### config.mk
export PLATFORM = sky130hd
export DESIGN_NAME = clb_cycle_engine
export DESIGN_NICKNAME = d
export VERILOG_FILES = /design/src/hdl/clb_phase_gen.v /design/src/hdl/clb_lane_steer.v /design/src/hdl/clb_cycle_engine.v
export VERILOG_INCLUDE_DIRS = /design/src /design/src/hdl
export SDC_FILE = /design/constraint.sdc
export NUM_CORES = 1
export LEC_CHECK = 0
export ABC_AREA = 1
export BUFFER_PORTS_ARGS = -buffer_cell sky130_fd_sc_hd__buf_2
export CORE_ASPECT_RATIO = 1.75
export CORE_MARGIN = 8
export CORE_UTILIZATION = 35
export DETAILED_ROUTE_END_ITERATION = 10
export PLACE_DENSITY = 0.52
export SYNTH_ARGS = -nofsm -noshare
export SYNTH_HDL_FRONTEND = slang
export SYNTH_SLANG_ARGS = --single-unit
### constraint.sdc
create_clock -name clk_sys_i -period 8.3 [get_ports clk_sys_i]
set_clock_uncertainty 0.1 [all_clocks]
set_input_delay 1.245 -clock clk_sys_i [delete_from_list [all_inputs] [get_ports clk_sys_i]]
set_output_delay 1.245 -clock clk_sys_i [all_outputs]
set_load 0.01 [all_outputs]
### src/hdl/clb_consts.vh
`ifndef CLB_CONSTS_VH
`define CLB_CONSTS_VH

// Internal cycle kinds requested by the core
`define CLB_KIND_MEM_RD     3'h0
`define CLB_KIND_MEM_RD_LK  3'h1
`define CLB_KIND_MEM_WR     3'h2
`define CLB_KIND_MEM_WR_LK  3'h3
`define CLB_KIND_IO_RD      3'h4
`define CLB_KIND_IO_WR      3'h5
`define CLB_KIND_INTA       3'h6
`define CLB_KIND_HALT       3'h7

// Definition codes, bit order {memory_io, data_control, write_read}
`define CLB_DEF_MEM_RD      3'h6
`define CLB_DEF_MEM_WR      3'h7
`define CLB_DEF_IO_RD       3'h2
`define CLB_DEF_IO_WR       3'h3
`define CLB_DEF_INTA        3'h0
`define CLB_DEF_HALT        3'h5
`define CLB_DEF_RST         3'h0

// Operand sizes
`define CLB_SIZE_BYTE       2'h0
`define CLB_SIZE_WORD       2'h1
`define CLB_SIZE_DWORD      2'h2

// Byte masks and lane halves
`define CLB_MASK_BYTE       8'h01
`define CLB_MASK_WORD       8'h03
`define CLB_MASK_DWORD      8'h0f
`define CLB_BE_HIGH_HALF    4'hc
`define CLB_BE_LOW_HALF     4'h3

// Reset values of bus outputs (active-low lines negated)
`define CLB_BE_N_RST        4'hf
`define CLB_ADDR_RST        30'h0

// Clocks of clk_sys_i per bus state
`define CLB_CLKS_PER_STATE  2

`endif

### src/hdl/clb_phase_gen.v
`timescale 1ns/100ps
`default_nettype none

// Bus state phase: phase one then phase two, one clock each
module clb_phase_gen (
  // Clock and reset
  input  wire clk_sys_i,
  input  wire sys_rst_i,
  input  wire ce_i,
  // Phase
  output reg  ph_o
);

  // Toggle per enabled clock; two clocks make one bus state
  always @(posedge clk_sys_i) begin
    if (sys_rst_i) begin
      ph_o <= 1'b0;
    end else if (ce_i) begin
      ph_o <= ~ph_o; // RQ7
    end
  end

endmodule // clb_phase_gen

`default_nettype wire

### src/hdl/clb_lane_steer.v
`timescale 1ns/100ps
`default_nettype none

// Data lane steering for the half-width bus
module clb_lane_steer (
  // Write side
  input  wire [31:0] wdata_i,
  input  wire [3:0]  be_i,
  output reg  [31:0] wlanes_o,
  // Read side
  input  wire        half_i,
  input  wire [31:0] rlanes_i,
  output reg  [31:0] rdata_o
);

  // High bytes only: copy onto low lanes so a narrow device sees them
  always @* begin
    if (be_i[1:0] == 2'h0) begin
      wlanes_o = {wdata_i[31:16], wdata_i[31:16]}; // RQ17
    end else begin
      wlanes_o = wdata_i;
    end
  end

  // Narrow device returns upper bytes on the low lanes
  always @* begin
    if (half_i && (be_i[1:0] == 2'h0)) begin
      rdata_o = {rlanes_i[15:0], rlanes_i[15:0]}; // RQ17
    end else begin
      rdata_o = rlanes_i;
    end
  end

endmodule // clb_lane_steer

`default_nettype wire

### src/hdl/clb_cycle_engine.v
// Function
// RQ1 - Definition outputs and address drive every cycle
// RQ2 - Address strobe marks each new cycle start
// RQ3 - Eight cycle kinds supported
// RQ4 - All kinds run on 32 or 16 bits
// RQ5 - Idle once last cycle ended, no strobe
// RQ6 - Hold grant output asserted in hold
// RQ7 - Bus state equals two fast clocks
// RQ8 - Shortest cycle: address state, data state
// RQ9 - Wait states repeat until acknowledge sampled
// RQ10 - Pipelining chosen per cycle by request
// RQ11 - Non-pipelined: address held whole cycle
// RQ12 - Pipelined: next address early with strobe
// RQ13 - Pipelined cycle: two states, pipelined pair
// RQ14 - First cycle after idle never pipelined
// RQ15 - Early address only with pending request
// RQ16 - Width select read near cycle end
// RQ17 - Extra half cycle moves upper data low
// RQ18 - External logic acknowledges when access done
// RQ19 - Read data in, write data out
// RQ20 - Sample acknowledge each data state end
// RQ21 - Extra half cycle negates low enables
// RQ22 - After acknowledge: address, idle or hold
// RQ23 - High-order first, half split low first
// RQ24 - Reset to idle, strobe and grant off
`timescale 1ns/100ps
`default_nettype none
`include "clb_consts.vh"

module clb_cycle_engine #(
  parameter AW = 30
) (
  // Clock, reset, enable
  input  wire          clk_sys_i,
  input  wire          sys_rst_i,
  input  wire          ce_i,
  // Core request side
  input  wire          req_valid_i,
  input  wire [2:0]    req_kind_i,
  input  wire [AW+1:0] req_addr_i,
  input  wire [1:0]    req_size_i,
  input  wire [31:0]   req_wdata_i,
  output reg           req_ready_o,
  output reg           done_o,
  output reg  [31:0]   rdata_o,
  // Bus address and definition
  output reg           address_strobe_n_o,
  output reg  [3:0]    byte_lane_enables_n_o,
  output reg  [AW-1:0] dword_address_o,
  output reg           memory_io_select_o,
  output reg           write_read_select_o,
  output reg           data_control_select_o,
  output reg           lock_n_o,
  // Bus data
  input  wire [31:0]   data_i,
  output reg  [31:0]   data_o,
  output reg           data_oe_o,
  // Bus control inputs
  input  wire          cycle_acknowledge_n_i,
  input  wire          next_address_request_n_i,
  input  wire          half_width_bus_select_n_i,
  input  wire          hold_request_i,
  // Bus status
  output reg           hold_grant_out_o,
  output reg           bus_idle_o
);

  localparam [5:0] S_IDLE = 6'h01;
  localparam [5:0] S_T1   = 6'h02;
  localparam [5:0] S_T2   = 6'h04;
  localparam [5:0] S_T1P  = 6'h08;
  localparam [5:0] S_T2P  = 6'h10;
  localparam [5:0] S_HOLD = 6'h20;

  // Byte mask of an operand over two dwords
  function [7:0] op_mask;
    input [1:0] size;
    input [1:0] shift;
    reg   [7:0] m;
    begin
      case (size)
        `CLB_SIZE_BYTE: m = `CLB_MASK_BYTE;
        `CLB_SIZE_WORD: m = `CLB_MASK_WORD;
        default:        m = `CLB_MASK_DWORD;
      endcase
      op_mask = m << shift;
    end
  endfunction

  // Definition code of a kind
  function [2:0] kind_def;
    input [2:0] kind;
    begin
      case (kind)
        `CLB_KIND_MEM_RD, `CLB_KIND_MEM_RD_LK: kind_def = `CLB_DEF_MEM_RD;
        `CLB_KIND_MEM_WR, `CLB_KIND_MEM_WR_LK: kind_def = `CLB_DEF_MEM_WR;
        `CLB_KIND_IO_RD:                       kind_def = `CLB_DEF_IO_RD;
        `CLB_KIND_IO_WR:                       kind_def = `CLB_DEF_IO_WR;
        `CLB_KIND_INTA:                        kind_def = `CLB_DEF_INTA;
        default:                               kind_def = `CLB_DEF_HALT;
      endcase
    end
  endfunction

  reg  [5:0]    st_ff;
  reg  [5:0]    nxt_st;
  reg  [7:0]    op_rem_ff;
  reg  [7:0]    nxt_rem;
  reg  [2:0]    op_kind_ff;
  reg  [AW-1:0] op_base_ff;
  reg  [1:0]    op_shift_ff;
  reg  [63:0]   op_w64_ff;
  reg  [3:0]    cur_be_ff;
  reg           cur_hi_ff;
  reg           cur_wr_ff;
  reg           cur_last_ff;
  reg  [1:0]    cur_shift_ff;
  reg  [31:0]   cur_wdata_ff;
  reg  [3:0]    pipe_be_ff;
  reg           pipe_hi_ff;
  reg           pipe_wr_ff;
  reg           pipe_last_ff;
  reg  [1:0]    pipe_shift_ff;
  reg  [31:0]   pipe_wdata_ff;
  reg           na_ff;
  reg  [63:0]   asm_ff;
  reg  [63:0]   asm_mrg;
  integer       i;

  wire          ph;
  wire [31:0]   wlanes;
  wire [31:0]   rlanes;

  clb_phase_gen u_phase (
    .clk_sys_i (clk_sys_i),
    .sys_rst_i (sys_rst_i),
    .ce_i      (ce_i),
    .ph_o      (ph)
  );

  // Status sampled at each data state end
  wire ce_end   = ce_i & ph;
  wire ack      = ~cycle_acknowledge_n_i;
  wire half     = ~half_width_bus_select_n_i; // RQ4
  wire in_t2    = (st_ff == S_T2) | (st_ff == S_T2P);
  wire in_data  = in_t2 | (st_ff == S_T1P);
  wire both_hv  = (|cur_be_ff[1:0]) & (|cur_be_ff[3:2]);
  wire split    = half & both_hv; // RQ16
  wire ack_end  = ce_end & in_data & ack; // RQ20
  wire resplit  = ce_end & in_t2 & ack & split;
  wire pending  = |op_rem_ff;
  // Pipelining skipped when a half split is still possible
  wire can_pipe = na_ff & pending & ~both_hv; // RQ15
  wire accept   = ce_i & req_valid_i & req_ready_o;

  // Next piece: upper dword first, whole dword half together
  wire          pc_hi   = |op_rem_ff[7:4]; // RQ23
  wire [3:0]    pc_be   = pc_hi ? op_rem_ff[7:4] : op_rem_ff[3:0];
  wire [7:0]    pc_mask = pc_hi ? {pc_be, 4'h0} : {4'h0, pc_be};
  wire [AW-1:0] pc_addr = op_base_ff + {{(AW-1){1'b0}}, pc_hi};
  wire [31:0]   pc_data = pc_hi ? op_w64_ff[63:32] : op_w64_ff[31:0];
  wire          pc_last = ((op_rem_ff & ~pc_mask) == 8'h0);
  wire [2:0]    pc_def  = kind_def(op_kind_ff);
  wire          pc_lock = (op_kind_ff == `CLB_KIND_MEM_RD_LK) |
                          (op_kind_ff == `CLB_KIND_MEM_WR_LK);

  // Bus state transitions at the end of each bus state
  always @* begin
    nxt_st = st_ff;
    if (ce_end) begin
      case (st_ff)
        S_IDLE: begin
          if (hold_request_i) begin
            nxt_st = S_HOLD;
          end else if (pending) begin
            nxt_st = S_T1; // RQ14
          end
        end
        S_T1: begin
          nxt_st = S_T2; // RQ8
        end
        S_T2, S_T2P: begin
          if (ack && split) begin
            nxt_st = S_T1; // RQ17
          end else if (ack && hold_request_i) begin
            nxt_st = S_HOLD; // RQ22
          end else if (ack && pending) begin
            nxt_st = S_T1; // RQ22
          end else if (ack) begin
            nxt_st = S_IDLE; // RQ22
          end else if (can_pipe) begin
            nxt_st = S_T1P; // RQ10
          end
        end
        S_T1P: begin
          if (ack) begin
            nxt_st = S_T2P; // RQ13
          end
        end
        S_HOLD: begin
          if (!hold_request_i) begin
            nxt_st = S_IDLE;
          end
        end
        default: begin
          nxt_st = S_IDLE;
        end
      endcase
    end
  end

  wire issue   = ce_end & (((nxt_st == S_T1) & ~resplit) |
                           ((nxt_st == S_T1P) & (st_ff != S_T1P)));
  wire to_pipe = issue & (nxt_st == S_T1P);

  // Remaining operand bytes
  always @* begin
    nxt_rem = op_rem_ff;
    if (issue) begin
      nxt_rem = op_rem_ff & ~pc_mask;
    end
    if (accept) begin
      nxt_rem = op_mask(req_size_i, req_addr_i[1:0]);
    end
  end

  clb_lane_steer u_steer (
    .wdata_i  (cur_wdata_ff),
    .be_i     (cur_be_ff),
    .wlanes_o (wlanes),
    .half_i   (half),
    .rlanes_i (data_i),
    .rdata_o  (rlanes)
  );

  // Read bytes merged into the operand assembly
  always @* begin
    asm_mrg = asm_ff;
    for (i = 0; i < 4; i = i + 1) begin
      if (cur_be_ff[i] && !(split && i > 1)) begin
        asm_mrg[({cur_hi_ff, 2'b00} + i) * 8 +: 8] = rlanes[i*8 +: 8];
      end
    end
  end

  // Sequencer registers
  always @(posedge clk_sys_i) begin
    if (sys_rst_i) begin
      st_ff                 <= S_IDLE; // RQ24
      op_rem_ff             <= 8'h0;
      op_kind_ff            <= 3'h0;
      op_base_ff            <= {AW{1'b0}};
      op_shift_ff           <= 2'h0;
      op_w64_ff             <= 64'h0;
      cur_be_ff             <= 4'h0;
      cur_hi_ff             <= 1'b0;
      cur_wr_ff             <= 1'b0;
      cur_last_ff           <= 1'b0;
      cur_shift_ff          <= 2'h0;
      cur_wdata_ff          <= 32'h0;
      pipe_be_ff            <= 4'h0;
      pipe_hi_ff            <= 1'b0;
      pipe_wr_ff            <= 1'b0;
      pipe_last_ff          <= 1'b0;
      pipe_shift_ff         <= 2'h0;
      pipe_wdata_ff         <= 32'h0;
      na_ff                 <= 1'b0;
      asm_ff                <= 64'h0;
      req_ready_o           <= 1'b1;
      done_o                <= 1'b0;
      rdata_o               <= 32'h0;
      address_strobe_n_o    <= 1'b1; // RQ24
      byte_lane_enables_n_o <= `CLB_BE_N_RST;
      dword_address_o       <= `CLB_ADDR_RST;
      memory_io_select_o    <= 1'b0;
      write_read_select_o   <= 1'b0;
      data_control_select_o <= 1'b0;
      lock_n_o              <= 1'b1;
      data_o                <= 32'h0;
      data_oe_o             <= 1'b0;
      hold_grant_out_o      <= 1'b0; // RQ24
      bus_idle_o            <= 1'b1;
    end else if (ce_i) begin
      st_ff       <= nxt_st;
      op_rem_ff   <= nxt_rem;
      req_ready_o <= (nxt_rem == 8'h0);
      done_o      <= 1'b0;
      // Take a new operand; dword index is the base of the pair
      if (accept) begin
        op_kind_ff  <= req_kind_i; // RQ3
        op_base_ff  <= req_addr_i[AW+1:2];
        op_shift_ff <= req_addr_i[1:0];
        op_w64_ff   <= {32'h0, req_wdata_i} << {req_addr_i[1:0], 3'b000};
      end
      // Strobe stands for the whole address state
      if (ce_end) begin
        address_strobe_n_o <= ~(issue | resplit); // RQ2 RQ12
      end
      // Drive new address and definition; held until next issue, except enables, which a half split also changes
      if (issue) begin
        byte_lane_enables_n_o <= ~pc_be; // RQ1 RQ11
        dword_address_o       <= pc_addr; // RQ1
        memory_io_select_o    <= pc_def[2];
        data_control_select_o <= pc_def[1];
        write_read_select_o   <= pc_def[0];
        lock_n_o              <= ~pc_lock;
        na_ff                 <= 1'b0;
        if (to_pipe) begin
          pipe_be_ff    <= pc_be; // RQ12
          pipe_hi_ff    <= pc_hi;
          pipe_wr_ff    <= pc_def[0];
          pipe_last_ff  <= pc_last;
          pipe_shift_ff <= op_shift_ff;
          pipe_wdata_ff <= pc_data;
        end else begin
          cur_be_ff    <= pc_be;
          cur_hi_ff    <= pc_hi;
          cur_wr_ff    <= pc_def[0];
          cur_last_ff  <= pc_last;
          cur_shift_ff <= op_shift_ff;
          cur_wdata_ff <= pc_data;
        end
      end
      // Second half cycle: same address, low enables negated
      if (resplit) begin
        byte_lane_enables_n_o <= ~(cur_be_ff & `CLB_BE_HIGH_HALF); // RQ21
        cur_be_ff             <= cur_be_ff & `CLB_BE_HIGH_HALF; // RQ21
        na_ff                 <= 1'b0;
      end
      // Next-address request sampled at end of phase one
      if (!ph && in_t2 && !next_address_request_n_i) begin
        na_ff <= 1'b1; // RQ10
      end
      // Acknowledged cycle: capture, finish, promote pipelined cycle
      if (ack_end) begin
        if (!cur_wr_ff) begin
          asm_ff <= asm_mrg; // RQ19 RQ20
        end
        if (cur_last_ff && !(in_t2 && split)) begin
          done_o  <= 1'b1;
          rdata_o <= asm_mrg[{cur_shift_ff, 3'b000} +: 32];
          asm_ff  <= 64'h0;
        end
        if (st_ff == S_T1P) begin
          cur_be_ff    <= pipe_be_ff; // RQ13
          cur_hi_ff    <= pipe_hi_ff;
          cur_wr_ff    <= pipe_wr_ff;
          cur_last_ff  <= pipe_last_ff;
          cur_shift_ff <= pipe_shift_ff;
          cur_wdata_ff <= pipe_wdata_ff;
        end
      end
      // Write data stays out one phase past the acknowledge
      data_o    <= wlanes; // RQ19
      data_oe_o <= cur_wr_ff & ((st_ff == S_T1) | in_data); // RQ20
      // Wait states: without acknowledge only a pipelined issue, a newly taken operand or the next-address sample changes anything above
      hold_grant_out_o <= (nxt_st == S_HOLD); // RQ6
      bus_idle_o       <= (nxt_st == S_IDLE); // RQ5 RQ9
    end
  end

endmodule // clb_cycle_engine

`default_nettype wire

# --- Word-level counts from Yosys, hierarchy flattened ---
# Cells that the tools add are included.
totals:
  mem_count: 0
  ram_bits: 0
  latchBits: 0
  register_bits: 369
  inputBits: 109
  rom_bits: 0
  output_inout_bits: 108
  wordCells: 206
classes:
  n_eq_ne: 19
  n_mul: 0
  muxes: 63
  reduce_logical: 36
  magnitude_cmp: 0
  div: 0
  bitwise: 34
  shift: 11
  add_sub_neg: 8
op_table:
  columns: ["op", "n"]
  rows:
  - ["$mux W64", 6]
  - ["$bwmux W64", 4]
  - ["$shift A8 B34 Y64 const A", 4]
  - ["$shiftx A8 B34 Y64", 4]
  - ["$mux W32", 6]
  - ["$neg A7 Y34", 3]
  - ["$shiftx A64 B6 Y32", 1]
  - ["$shl A32 B5 Y64", 1]
  - ["$mux W6", 10]
  - ["$neg A6 Y34", 1]
  - ["$mux W4", 8]
  - ["$mux W8", 4]
  - ["$add A30 B1 Y30", 1]
  - ["$pmux W6 S5", 1]
  - ["$and A1 B1 Y1", 17]
  - ["$mux W1", 17]
  - ["$logic_not A8 Y1", 2]
  - ["$mux W16", 1]
  - ["$pmux W3 S5", 1]
  - ["$eq A6 B1 Y1 const B", 2]
  - ["$eq A6 B2 Y1 const B", 2]
  - ["$eq A6 B4 Y1 const B", 2]
  - ["$eq A6 B6 Y1 const B", 2]
  - ["$logic_and A1 B1 Y1", 10]
  - ["other kinds (28)", 61]

# --- Longest topological paths before layout ---
# Gate-level depths: netlist (run 1).
depth:
  ltp_word: 21
  ltp_mapped: 22
  ltp_nobuf: 21

# --- Modules after synthesis ---
# Synthesis (run 1) repeated with hierarchy kept, for this count alone.
hier_totals:
  cells_unflattened: 2606
  hier_area_um2: 17309.1
by_module_without_submodules:
  columns: ["mod", "area_each_um2", "n_inst", "cells_each", "seq_area_each_um2"]
  rows:
  - ["clb_cycle_engine", 16558.4, 1, 2462, 7046.8]
  - ["clb_lane_steer", 711.9, 1, 138, 0.0]
  - ["clb_phase_gen", 38.8, 1, 6, 20.0]

# --- Worst setup path before layout (run 1) ---
# OpenSTA, ideal clock, no wires.
synth_timing:
  path_kind: "input -> register"
  from: "input ce_i"
  to: "register cur_wdata_ff[20]"
  n_path_buf: 3
  path_stages: 16
  setup_ns: 0.114
  t_arrival_ns: 2.967
  slack_ns: 5.119
  cell_sequence: "nand2_2 -> inv_1 -> buf_2 -> nor2_1 -> a21oi_1 -> nand3_1 -> nor2_1 -> nand3_1 -> a21oi_2 -> nand2_2 -> buf_6 -> buf_6 -> nand2_1 -> nand3_1 -> nand3_1 -> nand2_1"
synth_via:
  elab_chain_cells: 13
  word_cells_on_any_way: 19
  classes_between: "eq/ne (2); mux (5); bitwise (12)"
synth_rtl:
  columns: ["item", "line", "text"]
  rows:
  - ["from (decl)", "clb_cycle_engine.v:36", "input wire ce_i,"]
  - ["$and A1 B1 Y1", "clb_cycle_engine.v:142", "wire ce_end = ce_i & ph;"]
  - ["$and A1 B1 Y1 (3 in series)", "clb_cycle_engine.v:150", "wire resplit = ce_end & in_t2 & ack & split;"]
  - ["$not A1 Y1", "clb_cycle_engine.v:212", "wire issue = ce_end & (((nxt_st == S_T1) & ~resplit) |"]
  - ["$and A1 B1 Y1", "clb_cycle_engine.v:212", null]
  - ["$or A1 B1 Y1", "clb_cycle_engine.v:212", null]
  - ["$and A1 B1 Y1", "clb_cycle_engine.v:212", null]
  - ["$and A1 B1 Y1", "clb_cycle_engine.v:214", "wire to_pipe = issue & (nxt_st == S_T1P);"]
  - ["$mux W32", "clb_cycle_engine.v:308", "if (to_pipe) begin"]
  - ["$mux W32", "clb_cycle_engine.v:300", "if (issue) begin"]
  - ["$mux W32", "clb_cycle_engine.v:344", "if (st_ff == S_T1P) begin"]
  - ["$mux W32", "clb_cycle_engine.v:335", "if (ack_end) begin"]
  - ["to (signal assigned)", "clb_cycle_engine.v:321", "cur_wdata_ff <= pc_data;"]
  - ["to (signal assigned)", "clb_cycle_engine.v:350", "cur_wdata_ff <= pipe_wdata_ff;"]
  - ["to (decl)", "clb_cycle_engine.v:118", "reg [31:0] cur_wdata_ff;"]
# Several ways; a longest one is shown, not always the timed one.
# A chain may end at the register's enable or synchronous reset.

# --- Worst setup path in the final report (run 1) ---
layout_timing:
  from: "input ce_i"
  to: "register cur_be_ff[2]"
layout_via:
  elab_chain_cells: 14
  word_cells_on_any_way: 20
  classes_between: "eq/ne (2); mux (6); bitwise (12)"
layout_rtl:
  columns: ["item", "line", "text"]
  rows:
  - ["$and A1 B1 Y1", "clb_cycle_engine.v:142", null]
  - ["$and A1 B1 Y1 (3 in series)", "clb_cycle_engine.v:150", null]
  - ["$not A1 Y1", "clb_cycle_engine.v:212", null]
  - ["$and A1 B1 Y1", "clb_cycle_engine.v:212", null]
  - ["$or A1 B1 Y1", "clb_cycle_engine.v:212", null]
  - ["$and A1 B1 Y1", "clb_cycle_engine.v:212", null]
  - ["$and A1 B1 Y1", "clb_cycle_engine.v:214", null]
  - ["$mux W4", "clb_cycle_engine.v:308", null]
  - ["$mux W4", "clb_cycle_engine.v:300", null]
  - ["$mux W4", "clb_cycle_engine.v:325", "if (resplit) begin"]
  - ["$mux W4", "clb_cycle_engine.v:344", null]
  - ["$mux W4", "clb_cycle_engine.v:335", null]
  - ["to (signal assigned)", "clb_cycle_engine.v:316", "cur_be_ff <= pc_be;"]
  - ["to (signal assigned)", "clb_cycle_engine.v:327", "cur_be_ff <= cur_be_ff & `CLB_BE_HIGH_HALF;"]
  - ["to (signal assigned)", "clb_cycle_engine.v:345", "cur_be_ff <= pipe_be_ff;"]
  - ["to (decl)", "clb_cycle_engine.v:113", "reg [3:0] cur_be_ff;"]
# Several ways; a longest one is shown, not always the timed one.

==> results.py, run 1 <==
metrics = {
    "global_routing": {
        "globalRouteTotalUtil": 0.213,
        "grt_pass1_vias": 16277,
        "grt_max_degree": 116,
        "grt_antenna_before_repair": 1,
        "grt_pass1_wl_um": 94200,
        "grt-ovfl-total": 0,
    },
    "place": {
        "post-dp-hpwl_um": 43000,
        "placement.io_buffers": 216,
        "placed_standard_cell_area_mm2": 0.0182,
        "rd_place_congestion": 0.876,
        "pre_cts_slack_ns": 2.76,
        "placedCellCount": 3177,
    },
    "layout": {
        "design.final.nets": 2733,
        "area_delta_synth_final_pct": 16.3,
        "drive_above_1_share": 0.130,
        "layoutNonFillerInstCount": 3244,
        "finalInstanceArea_mm2": 0.0195,
    },
    "timing": {
        "tightestPinTransition_ns": 1.19,
        "final.setup.tns_ns": 0,
        "setup_violations": 0,
        "final_hold_viol_count": 0,
        "setup_ws_ns": 3.35,
        "timing.slew.headroom": 0.207,
        "rsz0062_at_grt": "false",
        "final_layout_worst_hold_slack_ns": 0.351,
        "timing_max_transition_violations_final": 0,
        "max_freq_mhz": 202,
        "post-route-period-util": 0.596,
        "timing.final.crit_period_ns": 4.95,
    },
    "routing": {
        "number_of_vias_in_the_routed_layout": 16629,
        "total_routed_wirelength_um": 60300,
        "route.antenna.remaining_nets": 0,
        "routedWlPerCell_um": 18.6,
        "drtIter0Drc": 1081,
        "drcViolationCount": 0,
        "route.detailed.vias_per_inst": 5.13,
        "detailed_router_iteration_count_before_antenna_repair": 4,
    },
    "die": {
        "placementRows": 106,
        "initial_core_util": 0.353,
        "fp.dieArea_mm2": 0.0554,
        "placeableCoreArea_mm2": 0.0475,
        "io_pins": 217,
        "die_y_um": 305,
        "dieWidth_um": 181,
    },
    "clock_tree": {
        "clk_root_buffer_cell": "sky130_fd_sc_hd__clkbuf_16",
        "clk_latency_ns": 0.54,
        "postCtsHoldBufs": 0,
        "clk_pin_slew_worst_paths_ns": 0.06,
        "cts_max_path_buffers": 3,
        "clock_tree_from_tritoncts": "done",
        "htreeDepth": 2,
        "post_cts_gate_resize_count": 0,
        "clock_sink_count": 353,
        "cts_inserted_buffers": 37,
        "cts.repair_timing.setup_buffer_count": 0,
    },
    "pwr": {
        "power.density_cell_area_mw_per_mm2": 196,
        "p_leak_nw": 8.71,
        "vdd.ir_drop.worst_uv": 134,
    },
    "synthesis": {
        "ys_seq_elements": 353,
        "yosysTopAreaCellShare": 0.422,
        "synthCells": 2504,
        "postSynthAreaPerCell_um2": 6.69,
        "synthDominantAreaCellType": "sky130_fd_sc_hd__dfxtp_1",
        "ys_top_cells_by_area": "sky130_fd_sc_hd__dfxtp_1 42%, sky130_fd_sc_hd__nand2_1 17%, sky130_fd_sc_hd__o21ai_0 7.5%",
        "yosys_most_used_dff": "sky130_fd_sc_hd__dfxtp_1",
        "synth.yosys.warnings": 0,
        "mappedNetlistArea_mm2": 0.0168,
        "synth_sequential_area_ratio": 0.422,
        "synth_edf_count": 0,
        "async_reset_ff_frac": 0,
        "post_synth_num_cell_types": 46,
        "synth_fp_nets": 2615,
    },
    "setup_path": {
        "timing.critical_path.required_ns": 8.67,
        "critPathCaptureType": "register",
        "setup.worst_path.class": "input pin to register",
        "startpoint_type": "input pin",
        "path_max_fanout": 59,
        "worst-endpoint-arrival_ns": 5.32,
    },
    "min_path": {
        "timing.hold.worst.class": "register to register",
    },
    "flow_run": {
        "cap_viol_max_count": 0,
    },
    "status": {
        "outcome": "finished clean",
    },
}
[per-stage QoR]
stage,util,total power [mW]
global route,0.410,3.97
CTS,0.410,3.87
floorplan,-,1.96
finish,0.410,3.82
global placement,0.383,2.08
detailed placement,0.383,2.08
[path summary, 6_finish.rpt]
| kind | startpoint | end | slack [ns] | cells after the start |
|---|---|---|---|---|
| hold / removal | pipe_wdata_ff[5] | pipe_wdata_ff[5] | 0.35 | 2 |
| hold reg to reg | pipe_wdata_ff[5] | pipe_wdata_ff[5] | 0.35 | 2 |
| setup / recovery | ce_i | cur_be_ff[2] | 3.35 | 15 |
| setup reg to reg | op_rem_ff[7] | cur_be_ff[2] | 3.52 | 20 |
[power breakdown]
part           switching (mW)  internal [mW]  leakage [nW]
clock                   0.730           1.05         0.627
sequential             0.0250           1.73          2.86
combinational           0.203         0.0844          5.23
[sequential cells by signal (all words and copies together), names as in the netlist, 6 cells and up]
signal and count:
op_w64_ff 56, pipe_wdata_ff 32, op_rem_ff 8, op_base_ff 30
st_ff 6, data_o 32, rdata_o 32, dword_address_o 30
asm_ff 56, cur_wdata_ff 32
[Yosys cell counts (3+ instances only)]
cell type	n
sky130_fd_sc_hd__nand4_1	10
sky130_fd_sc_hd__buf_1	10
sky130_fd_sc_hd__o21bai_1	8
sky130_fd_sc_hd__nor4_1	4
sky130_fd_sc_hd__o21ai_0	252
sky130_fd_sc_hd__nor3_2	3
sky130_fd_sc_hd__nand3_1	150
sky130_fd_sc_hd__nand2_2	8
sky130_fd_sc_hd__clkbuf_1	144
sky130_fd_sc_hd__buf_2	6
sky130_fd_sc_hd__dfxtp_1	353
sky130_fd_sc_hd__nor2_2	7
sky130_fd_sc_hd__a31oi_1	25
sky130_fd_sc_hd__inv_1	209
sky130_fd_sc_hd__nor2_1	182
sky130_fd_sc_hd__xor2_1	21
sky130_fd_sc_hd__nand2_1	766
sky130_fd_sc_hd__or2_2	6
sky130_fd_sc_hd__a21oi_1	197
sky130_fd_sc_hd__o211a_1	9
sky130_fd_sc_hd__nor3_1	10
sky130_fd_sc_hd__a211oi_1	16
sky130_fd_sc_hd__o211ai_1	56
sky130_fd_sc_hd__clkinv_1	4
sky130_fd_sc_hd__mux2i_1	6
sky130_fd_sc_hd__o21ai_1	12
[cell usage in the layout (no fill, tap or decap), types with 5 or more instances in the layout]
master	count
sky130_fd_sc_hd__buf_2	215
sky130_fd_sc_hd__clkbuf_1	6
sky130_fd_sc_hd__nand3_1	149
sky130_fd_sc_hd__a31oi_1	25
sky130_fd_sc_hd__o21bai_1	8
sky130_fd_sc_hd__dfxtp_1	353
sky130_fd_sc_hd__nor2_4	5
sky130_fd_sc_hd__o211ai_1	56
sky130_fd_sc_hd__clkinv_2	6
sky130_fd_sc_hd__clkbuf_8	7
sky130_fd_sc_hd__nand2_1	766
sky130_fd_sc_hd__a211oi_1	16
sky130_fd_sc_hd__nand4_1	10
sky130_fd_sc_hd__nor3_1	9
sky130_fd_sc_hd__clkbuf_16	39
sky130_fd_sc_hd__mux2i_1	6
sky130_fd_sc_hd__o21ai_1	12
sky130_fd_sc_hd__or2_2	6
sky130_fd_sc_hd__a21oi_1	197
sky130_fd_sc_hd__o21ai_0	252
sky130_fd_sc_hd__nor2_1	176
sky130_fd_sc_hd__nand2_2	8
sky130_fd_sc_hd__inv_1	208
sky130_fd_sc_hd__buf_4	28
sky130_fd_sc_hd__xor2_1	21
sky130_fd_sc_hd__o211a_1	9
sky130_fd_sc_hd__nor2_2	10
[cells by family (layout without fill, tap and decap cells)]
logic type                 Yosys count  after routing  synth area share
AOI/OAI and AO/OA                  589            589             0.196
xor gates and xnor gates            23             23            0.0120
adders and majority gates            2              2           0.00149
buffers and inverters              378            523            0.0864
DFF                                353            353             0.422
muxes                                8              8           0.00493
other                                0              1                 0
and+or+nand+nor                   1151           1151             0.278
[layer usage]
metal	part of all wire	track usage	routed length, µm	up-vias
li1	-	-	-	8381
met3	0.040	0.0296	2390	127
met2	0.51	0.393	30800	418
met1	0.38	0.225	23100	7703
met5	0	0	0	-
met4	0.068	0.135	4120	0
[final cells by class]
cell class	instances	area, µm²
well taps	594	743
clock inverters	14	183
repair buffers	243	1290
flip-flops and latches	353	7070
fillers	5116	28000
diodes	1	2.50
multi-input cells	1773	8310
clock buffers	52	1090
inverters	214	806
[worst max-delay path, stage by stage]
cell and delay [ns]:
sky130_fd_sc_hd__buf_2 0.08, sky130_fd_sc_hd__buf_4 0.48, sky130_fd_sc_hd__nand2_2 0.30, sky130_fd_sc_hd__inv_1 0.43, sky130_fd_sc_hd__o21ai_0 0.18, sky130_fd_sc_hd__nor2_1 0.30
sky130_fd_sc_hd__nand3_2 0.10, sky130_fd_sc_hd__buf_4 0.31, sky130_fd_sc_hd__nand2_1 0.16, sky130_fd_sc_hd__nand2_2 0.34, sky130_fd_sc_hd__nor2_4 0.93, sky130_fd_sc_hd__nand2_1 0.13
sky130_fd_sc_hd__nand3_1 0.14, sky130_fd_sc_hd__nand3_1 0.08, sky130_fd_sc_hd__o21ai_1 0.08
No activity file was read; power rests on OpenSTA's default activity.
==> run 2: changes to the inputs <==
==> constraint.sdc (replaced) <==
create_clock -name clk_sys_i -period 5.1 [get_ports clk_sys_i]
set_clock_uncertainty 0.1 [all_clocks]
set_input_delay 0.765 -clock clk_sys_i [delete_from_list [all_inputs] [get_ports clk_sys_i]]
set_output_delay 0.765 -clock clk_sys_i [all_outputs]
set_load 0.01 [all_outputs]
==> results.py, run 2 (same netlist as run 1, synthesis figures left out) <==
metrics = {
    "status": {
        "outcome": "finished clean",
    },
    "setup_path": {
        "timing.critical_path.required_ns": 5.42,
        "regToRegStartpoint": "op_rem_ff[4]",
        "critical_path.most_common_cell": "sky130_fd_sc_hd__nand2_1",
        "timing.rr.end": "dword_address_o[26]",
        "path_max_fanout": 35,
        "critPathCaptureType": "register",
        "cp_num_buf_inv": 1,
        "timing.critical_path.cells": "nor2_2 -> nand2_2 -> ha_1 -> ha_1 -> nand3_1 -> nor3_1 -> nand2_1 -> nor3_1 -> inv_1 -> nor4_1 -> nand4_1 -> nor4_1 -> nand3_1 -> nand2_1 -> nand2_1 -> nor2_1 -> nor2_1",
        "regToRegSetupSlack_ns": 1.12,
        "startpoint_type": "register",
        "worst-path-stages": 17,
        "path_delay_family": "simple AND/OR/NAND/NOR gates",
        "delay_of_the_slowest_critical_path_stage_ns": 0.60,
        "slowest_stage": "sky130_fd_sc_hd__nand2_2",
        "worst-r2r-cell-count": 17,
        "setup.worst_path.class": "register to register",
        "worst-endpoint-arrival_ns": 4.30,
    },
    "timing": {
        "post-route-period-util": 0.780,
        "rsz0062_at_grt": "false",
        "tightestPinTransition_ns": 1.06,
        "timing.slew.headroom": 0.285,
        "setup_ws_ns": 1.12,
        "final.setup.tns_ns": 0,
        "timing_max_transition_violations_final": 0,
        "setup_violations": 0,
        "max_freq_mhz": 251,
        "final_hold_viol_count": 0,
        "timing.final.crit_period_ns": 3.98,
    },
    "layout": {
        "final_cell_mix": "766 x sky130_fd_sc_hd__nand2_1, 353 x sky130_fd_sc_hd__dfxtp_1, 252 x sky130_fd_sc_hd__o21ai_0",
        "filler_cell_count": 5076,
        "design.final.nets": 2740,
        "reg_top3": "asm_ff x56, op_w64_ff x56",
        "multiInputGateArea_mm2": 0.00831,
        "drive_above_1_share": 0.129,
        "most_frequent_standard_cell_in_the_layout_excluding_fill_and_tap_cells": "sky130_fd_sc_hd__nand2_1",
        "sequential_cell_area_mm2": 0.00707,
        "area_delta_synth_final_pct": 15.6,
    },
    "global_routing": {
        "grt_antenna_before_repair": 1,
        "grt-ovfl-total": 0,
        "globalRouteTotalUtil": 0.216,
        "grt_max_degree": 98,
        "grt_pass1_vias": 16473,
        "grt_pass1_wl_um": 95300,
    },
    "pwr": {
        "internal-power_mw": 4.38,
        "clock_network_power_share": 0.436,
        "seqPwrFrac": 0.484,
        "vdd.ir_drop.worst_uv": 210,
        "pwr-share-comb": 0.080,
        "p_leak_nw": 8.66,
        "power.density_cell_area_mw_per_mm2": 304,
        "sw_frac_of_total": 0.256,
        "switchingPower_mw": 1.51,
        "p_total_mw": 5.89,
    },
    "min_path": {
        "hold_depth": 2,
        "hold_path.startpoint": "pipe_wdata_ff[19]",
        "hold_path_end": "pipe_wdata_ff[19]",
        "timing.hold.worst.class": "register to register",
    },
    "routing": {
        "number_of_vias_in_the_routed_layout": 16943,
        "drtIter0Drc": 1171,
        "total_routed_wirelength_um": 61200,
        "wl_met1_um": 23400,
        "routed-wl-met2_um": 31600,
        "detailed_router_iteration_count_before_antenna_repair": 7,
        "topRoutingLayerUsed": "met4",
        "routedWlPerCell_um": 18.9,
        "route.detailed.vias_per_inst": 5.22,
        "route.antenna.remaining_nets": 0,
        "drcViolationCount": 0,
        "met3_length_um": 2410,
    },
    "clock_tree": {
        "clk_latency_ns": 0.54,
        "cts.repair_timing.setup_buffer_count": 0,
        "cts_max_path_buffers": 3,
        "clock_sink_count": 353,
        "clk_pin_slew_worst_paths_ns": 0.06,
        "clock_tree_from_tritoncts": "done",
        "htreeDepth": 2,
        "cts_inserted_buffers": 37,
        "post_cts_gate_resize_count": 0,
        "postCtsHoldBufs": 0,
        "clk_root_buffer_cell": "sky130_fd_sc_hd__clkbuf_16",
    },
    "die": {
        "placementRows": 106,
        "io_pins": 217,
        "die_y_um": 305,
        "placeableCoreArea_mm2": 0.0475,
        "dieWidth_um": 181,
        "fp.dieArea_mm2": 0.0554,
        "initial_core_util": 0.353,
    },
    "place": {
        "rd_place_congestion": 0.885,
        "placement.io_buffers": 216,
        "pre_cts_slack_ns": 1.11,
        "post-dp-hpwl_um": 43600,
    },
    "flow_run": {
        "cap_viol_max_count": 0,
    },
}
==> run 2: worst max path at each step <==
| stage | startpoint | end |
|---|---|---|
| after floorplan | op_rem_ff[4] | dword_address_o[26] |
| after global placement | op_rem_ff[4] | dword_address_o[26] |
| after detailed placement | op_rem_ff[4] | dword_address_o[26] |
| after CTS | op_rem_ff[4] | dword_address_o[26] |
| after global routing | op_rem_ff[4] | dword_address_o[26] |
| final | op_rem_ff[4] | dword_address_o[26] |
==> run 2: layout make-up <==
| type | count | share of cell area |
|---|---|---|
| Multi-Input combinational cell | 1773 | 0.429 |
| Sequential cell | 353 | 0.365 |
| Timing Repair Buffer | 250 | 0.0698 |
| Clock buffer | 53 | 0.0545 |
| Inverter | 214 | 0.0416 |
| Tap cell | 594 | 0.0384 |
| Clock inverter | 6 | 0.00187 |
| Antenna cell | 1 | 0.000129 |
==> run 2: power groups by stage <==
stage / logic, mW / clock network [mW] / registers [mW]
global route: 0.528 / 2.73 / 2.85
finish: 0.473 / 2.56 / 2.85
floorplan: 0.279 / 0 / 2.90
CTS: 0.478 / 2.64 / 2.85
detailed placement: 0.475 / 0 / 2.91
global placement: 0.474 / 0 / 2.91
==> run 2: metrics by stage <==
step,instance area (µm²),utilization,hold WS (ns),std cells
final,19400,0.408,0.353,3244
after CTS,19400,0.408,0.353,3243
after global placement,18300,0.385,0.338,3184
after global routing,19400,0.408,0.373,3244
after floorplan,16800,-,0.326,2504
after detailed placement,18300,0.385,0.344,3184
==> run 2: worst reg2reg max path, stage by stage (launching register included) <==
cell and delay (ns):
sky130_fd_sc_hd__dfxtp_1 0.37, sky130_fd_sc_hd__nor2_2 0.07, sky130_fd_sc_hd__nand2_2 0.60, sky130_fd_sc_hd__ha_1 0.31, sky130_fd_sc_hd__ha_1 0.20, sky130_fd_sc_hd__nand3_1 0.12
sky130_fd_sc_hd__nor3_1 0.31, sky130_fd_sc_hd__nand2_1 0.16, sky130_fd_sc_hd__nor3_1 0.30, sky130_fd_sc_hd__inv_1 0.10, sky130_fd_sc_hd__nor4_1 0.22, sky130_fd_sc_hd__nand4_1 0.19
sky130_fd_sc_hd__nor4_1 0.38, sky130_fd_sc_hd__nand3_1 0.16, sky130_fd_sc_hd__nand2_1 0.09, sky130_fd_sc_hd__nand2_1 0.05, sky130_fd_sc_hd__nor2_1 0.10, sky130_fd_sc_hd__nor2_1 0.04
==> run 2: routing by layer <==
| metal | up-vias | global-route usage |
|---|---|---|
| met3 | 140 | 0.0285 |
| met5 | - | 0 |
| met2 | 455 | 0.401 |
| met1 | 7952 | 0.230 |
| met4 | 0 | 0.125 |
| li1 | 8396 | - |
